==> config.mk <==
export PLATFORM = sky130hd
export DESIGN_NAME = conv_seq_ctrl
export DESIGN_NICKNAME = d
export VERILOG_FILES = /design/src/common/conv_seq_pkg.sv /design/src/rtl/conv_seq_ctrl.sv
export SDC_FILE = /design/constraint.sdc
export NUM_CORES = 1
export LEC_CHECK = 0
export BUFFER_PORTS_ARGS = -buffer_cell sky130_fd_sc_hd__buf_2
export CORE_ASPECT_RATIO = 0.75
export CORE_UTILIZATION = 55
export DETAILED_ROUTE_END_ITERATION = 10
export GPL_TIMING_DRIVEN = 0
export PLACE_DENSITY = 0.73
export SYNTH_ARGS = -nofsm -noshare
export SYNTH_HDL_FRONTEND = slang
export SYNTH_SLANG_ARGS = --single-unit
==> constraint.sdc <==
create_clock -name i_clk -period 3.3 [get_ports i_clk]
set_clock_uncertainty 0.05 [all_clocks]
set_input_delay 0.66 -clock i_clk [delete_from_list [all_inputs] [get_ports i_clk]]
set_output_delay 0.66 -clock i_clk [all_outputs]
set_load 0.02 [all_outputs]
==> src/common/conv_seq_pkg.sv <==
// Constants, types and behaviour list of the converter sequence controller
// Behaviour
// RL1 - Control write starts fresh sequence
// RL2 - Write aborts running sequence, clears flags
// RL3 - Eight-select bit picks four or eight
// RL4 - Repeat bit picks single or continuous
// RL5 - Single channel uses all four selects
// RL6 - Multichannel steps through group inputs
// RL7 - Four-mode group map, slots zero to three
// RL8 - Eight-mode group map, slots zero to seven
// RL9 - Multichannel ignores low select bits
// RL10 - Done flag after first sequence
// RL11 - Normal clearing: control write clears done
// RL12 - Fast clearing: first slot read clears done
// RL13 - Pointer shows next slot written
// RL14 - Per-slot flag set on result load
// RL15 - Slot flag clearing needs status read unless fast
// RL16 - Status writable only in special mode
// RL17 - Test register dead in normal mode
// RL18 - Special mode exposes approximation bits
// RL19 - Soft reset keeps power-up bit
// RL20 - Four test select bits, sixteen modes
// RL21 - Pin register reads pin levels
// RL22 - Software keeps conversion clock 500k-2M
// RL23 - Sequence done sets irq flag, irq if enabled
// RL24 - Slots left-justified, read-only, no reset
// RL25 - Continuous wraps pointer, overwrites slots
package conv_seq_pkg;
    // ************************************************************
    // Register map (word indices on the plain port)
    // ************************************************************
    localparam logic [3:0] ADDR_START_CTRL = 4'h0;
    localparam logic [3:0] ADDR_POWER_IRQ  = 4'h1;
    localparam logic [3:0] ADDR_STATUS     = 4'h2;
    localparam logic [3:0] ADDR_TEST       = 4'h3;
    localparam logic [3:0] ADDR_PINS       = 4'h4;
    localparam logic [3:0] ADDR_SLOT0      = 4'h8;

    // Start control fields
    localparam int BIT_EIGHT = 6;
    localparam int BIT_SCAN  = 5;
    localparam int BIT_MULTICHANNEL_SELECT  = 4;
    // Power/irq control fields
    localparam int BIT_PWR   = 7;
    localparam int BIT_FAST  = 6;
    localparam int BIT_IRQEN = 1;
    localparam int BIT_IRQF  = 0;
    // Status fields
    localparam int BIT_DONE  = 15;
    // Test fields
    localparam int BIT_SRST  = 14;
    localparam int BIT_TOUT  = 15;

    localparam logic [7:0] START_CTRL_RST = 8'h00;
    localparam logic [7:0] POWER_IRQ_RST  = 8'h00;
    localparam logic [9:0] SAR_RST        = 10'h000;
    localparam logic [3:0] TSEL_RST       = 4'h0;

    // Per-conversion time in clocks
    localparam int          CONV_CYCLES = 20;
    localparam logic [4:0]  CONV_LAST   = 5'(CONV_CYCLES - 1);

    typedef enum logic [0:0] {
        ST_IDLE = 1'b0,
        ST_RUN  = 1'b1
    } seq_state_e;
endpackage

==> src/rtl/conv_seq_ctrl.sv <==
// Sequencer, flags and registers of the converter unit
//
// Added by the designer: the register offsets and strobed register access.
`timescale 1ns/1ps
module conv_seq_ctrl
    import conv_seq_pkg::*;
(
    input  wire logic        i_clk,
    input  wire logic        i_rst_n,
    input  wire logic        i_special_mode,
    input  wire logic [3:0]  i_addr,
    input  wire logic [15:0] i_wdata,
    input  wire logic        i_wr,
    input  wire logic        i_rd,
    input  wire logic [7:0]  i_pin_levels,
    input  wire logic [9:0]  i_conv_result,
    output logic      [15:0] o_rdata,
    output logic      [3:0]  o_mux_sel,
    output logic             o_converting,
    output logic             o_irq
);

    // ************************************************************
    // State
    // ************************************************************
    typedef struct packed {
        seq_state_e  state;
        logic [7:0]  start_ctrl;
        logic [7:0]  power_irq;
        logic        done;
        logic [7:0]  ccf;
        logic [7:0]  ccf_armed;
        logic [2:0]  ptr;
        logic [4:0]  tick;
        logic [9:0]  sar;
        logic [3:0]  tsel;
        logic [15:0] rdata;
        logic [3:0]  mux_sel;
        logic        converting;
        logic        irq;
    } ctrl_s;

    ctrl_s       ctrl_reg;
    ctrl_s       ctrl_next;
    logic [15:0] slot_mem [8];
    logic        slot_we;
    logic [2:0]  slot_idx;

    logic        eight;
    logic        scan;
    logic        multichannel_select;
    logic [3:0]  csel;
    logic [2:0]  last_ptr;
    logic [2:0]  slot_of_ptr;
    logic [3:0]  chan_now;
    logic        wr_start;
    logic        rd_slot;
    logic [2:0]  rd_idx;
    logic        conv_end;

    assign eight    = ctrl_reg.start_ctrl[BIT_EIGHT];
    assign scan     = ctrl_reg.start_ctrl[BIT_SCAN];
    assign multichannel_select     = ctrl_reg.start_ctrl[BIT_MULTICHANNEL_SELECT];
    assign csel     = ctrl_reg.start_ctrl[3:0];
    assign last_ptr = eight ? 3'h7 : 3'h3;                    // [RL3]
    assign wr_start = i_wr && (i_addr == ADDR_START_CTRL);
    assign rd_slot  = i_rd && (i_addr[3] == 1'b1);
    assign rd_idx   = i_addr[2:0];
    assign conv_end = (ctrl_reg.state == ST_RUN) && (ctrl_reg.tick == CONV_LAST);

    // ************************************************************
    // Channel and slot mapping
    // ************************************************************
    always_comb begin
        if (!multichannel_select) begin
            chan_now    = csel;                               // [RL5]
            slot_of_ptr = ctrl_reg.ptr;
        end else if (eight) begin
            chan_now    = {csel[3], ctrl_reg.ptr};            // [RL8] [RL9]
            slot_of_ptr = ctrl_reg.ptr;
        end else begin
            chan_now    = {csel[3:2], ctrl_reg.ptr[1:0]};     // [RL6] [RL7] [RL9]
            slot_of_ptr = {1'b0, ctrl_reg.ptr[1:0]};
        end
    end

    assign slot_we  = conv_end;
    assign slot_idx = slot_of_ptr;

    // ************************************************************
    // Next state
    // ************************************************************
    always_comb begin
        ctrl_next = ctrl_reg;
        ctrl_next.rdata = 16'h0000;

        // Conversion stepping
        if (ctrl_reg.state == ST_RUN) begin
            ctrl_next.tick = ctrl_reg.tick + 5'h01;
            if (conv_end) begin
                ctrl_next.tick = 5'h00;
                ctrl_next.ccf[slot_of_ptr] = 1'b1;              // [RL14]
                ctrl_next.ccf_armed[slot_of_ptr] = 1'b0;
                if (ctrl_reg.ptr == last_ptr) begin
                    ctrl_next.ptr  = 3'h0;                      // [RL25]
                    ctrl_next.done = 1'b1;                      // [RL10]
                    ctrl_next.power_irq[BIT_IRQF] = 1'b1;       // [RL23]
                    if (!scan) begin
                        ctrl_next.state = ST_IDLE;              // [RL4]
                    end
                end else begin
                    ctrl_next.ptr = ctrl_reg.ptr + 3'h1;        // [RL13]
                end
            end
        end

        // Reads and their side effects
        if (i_rd) begin
            unique case (i_addr)
                ADDR_START_CTRL: ctrl_next.rdata = {8'h00, ctrl_reg.start_ctrl};
                ADDR_POWER_IRQ:  ctrl_next.rdata = {8'h00, ctrl_reg.power_irq};
                ADDR_STATUS: begin
                    ctrl_next.rdata = {ctrl_reg.done, 4'h0, ctrl_reg.ptr, ctrl_reg.ccf};
                    ctrl_next.ccf_armed = ctrl_reg.ccf;         // [RL15]
                end
                ADDR_TEST: begin
                    if (i_special_mode) begin                   // [RL17]
                        ctrl_next.rdata = {1'b0, 1'b0, ctrl_reg.tsel, ctrl_reg.sar}; // [RL18]
                    end
                end
                ADDR_PINS:       ctrl_next.rdata = {8'h00, i_pin_levels};           // [RL21]
                default: begin
                    if (rd_slot) begin
                        ctrl_next.rdata = slot_mem[rd_idx];     // [RL24]
                        if (ctrl_reg.power_irq[BIT_FAST] || ctrl_reg.ccf_armed[rd_idx]) begin
                            ctrl_next.ccf[rd_idx] = 1'b0;       // [RL15]
                            ctrl_next.ccf_armed[rd_idx] = 1'b0;
                        end
                        if (ctrl_reg.power_irq[BIT_FAST] && rd_idx == 3'h0) begin
                            ctrl_next.done = 1'b0;              // [RL12]
                        end
                    end
                end
            endcase
            // Hardware set wins over a read clear
            if (conv_end) begin
                ctrl_next.ccf[slot_of_ptr]       = 1'b1;
                ctrl_next.ccf_armed[slot_of_ptr] = 1'b0;
            end
            if (conv_end && ctrl_reg.ptr == last_ptr) begin
                ctrl_next.done = 1'b1;
            end
        end

        // Writes
        if (i_wr) begin
            unique case (i_addr)
                ADDR_START_CTRL: begin
                    ctrl_next.start_ctrl = i_wdata[7:0];
                    ctrl_next.done      = 1'b0;                 // [RL2] [RL11]
                    ctrl_next.ccf       = 8'h00;                // [RL2]
                    ctrl_next.ccf_armed = 8'h00;
                    ctrl_next.ptr       = 3'h0;
                    ctrl_next.tick      = 5'h00;
                    ctrl_next.state     = ctrl_reg.power_irq[BIT_PWR] ? ST_RUN : ST_IDLE; // [RL1]
                end
                ADDR_POWER_IRQ: begin
                    ctrl_next.power_irq[7:1] = i_wdata[7:1];
                    if (!i_wdata[BIT_PWR]) begin
                        ctrl_next.state = ST_IDLE;
                    end
                end
                ADDR_STATUS: begin
                    if (i_special_mode) begin                   // [RL16]
                        ctrl_next.done = i_wdata[BIT_DONE];
                        ctrl_next.ccf  = i_wdata[7:0];
                        // Hardware set still wins over the write
                        if (conv_end) begin
                            ctrl_next.ccf[slot_of_ptr] = 1'b1;
                        end
                        if (conv_end && ctrl_reg.ptr == last_ptr) begin
                            ctrl_next.done = 1'b1;
                        end
                    end
                end
                ADDR_TEST: begin
                    if (i_special_mode) begin                   // [RL17]
                        ctrl_next.sar  = i_wdata[9:0];          // [RL18]
                        ctrl_next.tsel = i_wdata[13:10];        // [RL20]
                        if (i_wdata[BIT_SRST]) begin            // [RL19]
                            ctrl_next.state      = ST_IDLE;
                            ctrl_next.start_ctrl = START_CTRL_RST;
                            ctrl_next.power_irq  = POWER_IRQ_RST | (ctrl_reg.power_irq & 8'h80);
                            ctrl_next.done       = 1'b0;
                            ctrl_next.ccf        = 8'h00;
                            ctrl_next.ccf_armed  = 8'h00;
                            ctrl_next.ptr        = 3'h0;
                            ctrl_next.tick       = 5'h00;
                            ctrl_next.sar        = SAR_RST;
                            ctrl_next.tsel       = TSEL_RST;
                        end
                    end
                end
                default: begin
                end
            endcase
        end

        // Sequence irq flag clears when done clears
        if (!ctrl_next.done) begin
            ctrl_next.power_irq[BIT_IRQF] = 1'b0;
        end
        if (ctrl_next.state == ST_RUN && !(ctrl_reg.state == ST_RUN) ) begin
            ctrl_next.sar = ctrl_next.sar;
        end else if (conv_end) begin
            ctrl_next.sar = i_conv_result;
        end

        ctrl_next.mux_sel    = chan_now;
        ctrl_next.converting = (ctrl_next.state == ST_RUN);
        ctrl_next.irq        = ctrl_next.power_irq[BIT_IRQF]
                               && ctrl_next.power_irq[BIT_IRQEN]; // [RL23]
    end

    // ************************************************************
    // Registers
    // ************************************************************
    always_ff @(posedge i_clk or negedge i_rst_n) begin
        if (!i_rst_n) begin
            ctrl_reg <= '0;
        end else begin
            ctrl_reg <= ctrl_next;
        end
    end

    // Result slots: no reset, left-justified 10-bit result
    always_ff @(posedge i_clk) begin
        if (slot_we) begin
            slot_mem[slot_idx] <= {i_conv_result, 6'h00};       // [RL24] [RL25]
        end
    end

    assign o_rdata      = ctrl_reg.rdata;
    assign o_mux_sel    = ctrl_reg.mux_sel;
    assign o_converting = ctrl_reg.converting;
    assign o_irq        = ctrl_reg.irq;

    // ************************************************************
    // Check helpers
    // ************************************************************
    // Loads since the sequence began
    logic [3:0] seq_conv_cnt;

    always_ff @(posedge i_clk or negedge i_rst_n) begin
        if (!i_rst_n) begin
            seq_conv_cnt <= 4'h0;
        end else if (wr_start || ctrl_reg.state == ST_IDLE) begin
            seq_conv_cnt <= 4'h0;
        end else if (conv_end && ctrl_reg.ptr == last_ptr) begin
            seq_conv_cnt <= 4'h0;
        end else if (conv_end) begin
            seq_conv_cnt <= seq_conv_cnt + 4'h1;
        end
    end
endmodule // conv_seq_ctrl

==> flow_metrics.tcl <==
set metrics [dict create \
    run_status "finished clean" \
    globalRouteMet2Util 0.4893 \
    final_common_cell "edfxtp_1" \
    worstReg2RegStart "ctrl_reg[36]" \
    dieArea_um2 14070 \
    pin_count 65 \
    final_nets 749 \
    drc 0 \
    ys.warnings.count 0 \
    cp.required_ns 3.32 \
    reg2reg_depth 6 \
    drt_iter0_markers 642 \
    fmax_ghz 0.3867 \
    powerDensity_nw_per_um2 615.4 \
    grt_util_met1 0.5073 \
    grt_overflow 0 \
    placementRows 36 \
    ant_nets 0 \
    synth_edf_count 80 \
    r2r_slack_ns 0.71 \
    r2r_end "slot_mem[3][6]" \
    grt_pass1_vias 5419 \
    grt_setup_unrepaired "no" \
    grt_busiest_layer "met1" \
    clk_latency_ns 0.44 \
    end_kind "register" \
    instances_no_fill 886 \
    synthArstFlopShare 0.4904 \
    grt_pass1_wl_um 33640 \
    critical_path_arrival_ns 2.61 \
    htree_levels 4 \
    max_slew.worst_pin.slew_ns 0.8869 \
    relSlewSlack 0.4087 \
    core_um2 13110 \
    pre_cts_slack_ns 0.7136 \
    crit_type "reg -> reg" \
    drv_slew 0 \
    max-cap-violations 0 \
    cts_tree "built" \
    globalRouteTotalUtil 0.3486 \
    ys_seq_elements 157 \
    utilization 0.6580 \
    final_cell_area_um2 8625 \
    vdd_drop_max_mv 0.4726 \
    routed_wl_um 23080 \
    netlist_area_um2 7480 \
    cts.sinks 157 \
    syn-instance-count 620 \
    die_y_um 103.0 \
    min_path_type "in -> async" \
    setup-tns-final_ns 0 \
    numCtsBuffers 17 \
    grt_max_degree 47 \
    synth.avg_cell_area_um2 12.06 \
    finalHoldViolCount 0 \
    fin_crit_sh 0.7837 \
    synthToLayoutAreaGrowth_pct 15.31 \
    ys_types 75 \
    routedWlPerCell_um 26.05 \
    dp.cells 854 \
    cp-start-kind "register" \
    synth_nets 667 \
    fp.dieW_um 136.7 \
    postCtsHoldBufs 0 \
    gr-usage-met3 0.08505 \
    p_leak_nw 3.538 \
    finalPower_mw 5.307 \
    dr_total_vias 5772 \
    gp_congestion 1.022 \
    io_buffers 61 \
    avgViaCountPerCell 6.515 \
    critPathMaxFanout 11 \
    cts_buffer_depth 2 \
    cts_root_buffer "clkbuf_16" \
    grt_antenna_before_repair 0 \
    cts.clk_slew.worst_paths_ns 0.06 \
    min_period_ns 2.586 \
    place_area_um2 8049 \
    cts_resized 0 \
    worst_hold_slack_ns 0.1126 \
    synth_flop_cell "edfxtp_1" \
    diodes 0 \
    postCtsSetupRepairBufs 0 \
    setup_viol 0 \
    ys_seq_area_frac 0.5788 \
    final_cell_mix "80 x edfxtp_1, 77 x dfrtp_1, 75 x buf_2, 43 x nand2_1, 39 x o21ai_0" \
    place_hpwl_um 15940 \
    start_util 0.5706 \
    drive_above_1_share 0.2434 \
    largest_reg_flops 80 \
    dr.pass1.iters 6 \
    setup_ws_ns 0.7138 \
]
==> power breakdown <==
part           leakage, nW  switching [mW]  internal (mW)  total [mW]
sequential            1.73           0.231           2.29        2.52
clock                0.273           0.815           1.12        1.93
combinational         1.54           0.499          0.360       0.858
total                 3.54            1.55           3.76        5.31
==> logic make-up after synthesis <==
family / count (synthesis) / synth area share
AO/OA/AOI/OAI: 163 / 0.1487
flip-flops: 157 / 0.5788
buffers and inverters: 77 / 0.05988
multiplexers: 48 / 0.07578
XOR/XNOR: 3 / 0.003514
adder cells (fa/ha/maj): 4 / 0.006691
AND/OR/NAND/NOR: 168 / 0.1266
==> area by class of cell <==
cell class,count,area (um2)
Clock buffer,19,432.9
Fill cell,1004,4483
Buffer,62,391.6
Sequential cell,157,4329
Timing Repair Buffer,63,350.3
Clock inverter,13,142.6
Multi-Input combinational cell,386,2708
Tap cell,171,214.0
Inverter,15,56.30
==> synthesized netlist by cell type (10+ instances only) <==
| library cell | count | share of area |
|---|---|---|
| a21oi_1 | 26 | 0.017 |
| a22oi_1 | 10 | 0.010 |
| a31oi_1 | 16 | 0.013 |
| buf_2 | 15 | 0.010 |
| buf_4 | 29 | 0.029 |
| clkbuf_1 | 13 | 0.0065 |
| dfrtp_1 | 77 | 0.26 |
| edfxtp_1 | 80 | 0.32 |
| inv_1 | 13 | 0.0065 |
| mux2i_1 | 33 | 0.044 |
| nand2_1 | 43 | 0.022 |
| nand3_1 | 14 | 0.0094 |
| nand3b_1 | 14 | 0.014 |
| nor2_1 | 36 | 0.018 |
| o211ai_1 | 10 | 0.010 |
| o21ai_0 | 39 | 0.026 |
| o2bb2ai_1 | 11 | 0.013 |
==> critical path, cell delays in order (launching register included) <==
cell      delay, ns
dfrtp_1        0.39
ha_1           0.23
nand4b_4       0.14
or2_1          0.23
clkbuf_2       0.15
or3_1          0.42
inv_1          0.60
==> metal layers <==
metal  share of wire  routed length [um]
met1            0.44               10040
met2            0.43                9811
met3            0.11                2495
met4           0.032                 732
met5               0                   0
==> worst max path at each step <==
stage	from	end	slack (ns)	depth (start not counted)
2_1_floorplan	o_converting	slot_mem[1][0]	0.93	5
3_3_place_gp	ctrl_reg[36]	slot_mem[1][3]	-0.08	5
3_5_place_dp	i_addr[0]	o_rdata[12]	0.71	8
4_1_cts	ctrl_reg[36]	slot_mem[3][3]	0.74	6
5_1_grt	ctrl_reg[36]	slot_mem[3][8]	0.62	6
6_report	ctrl_reg[36]	slot_mem[3][6]	0.71	6
Note: power is estimated with default switching activity, not from simulation.
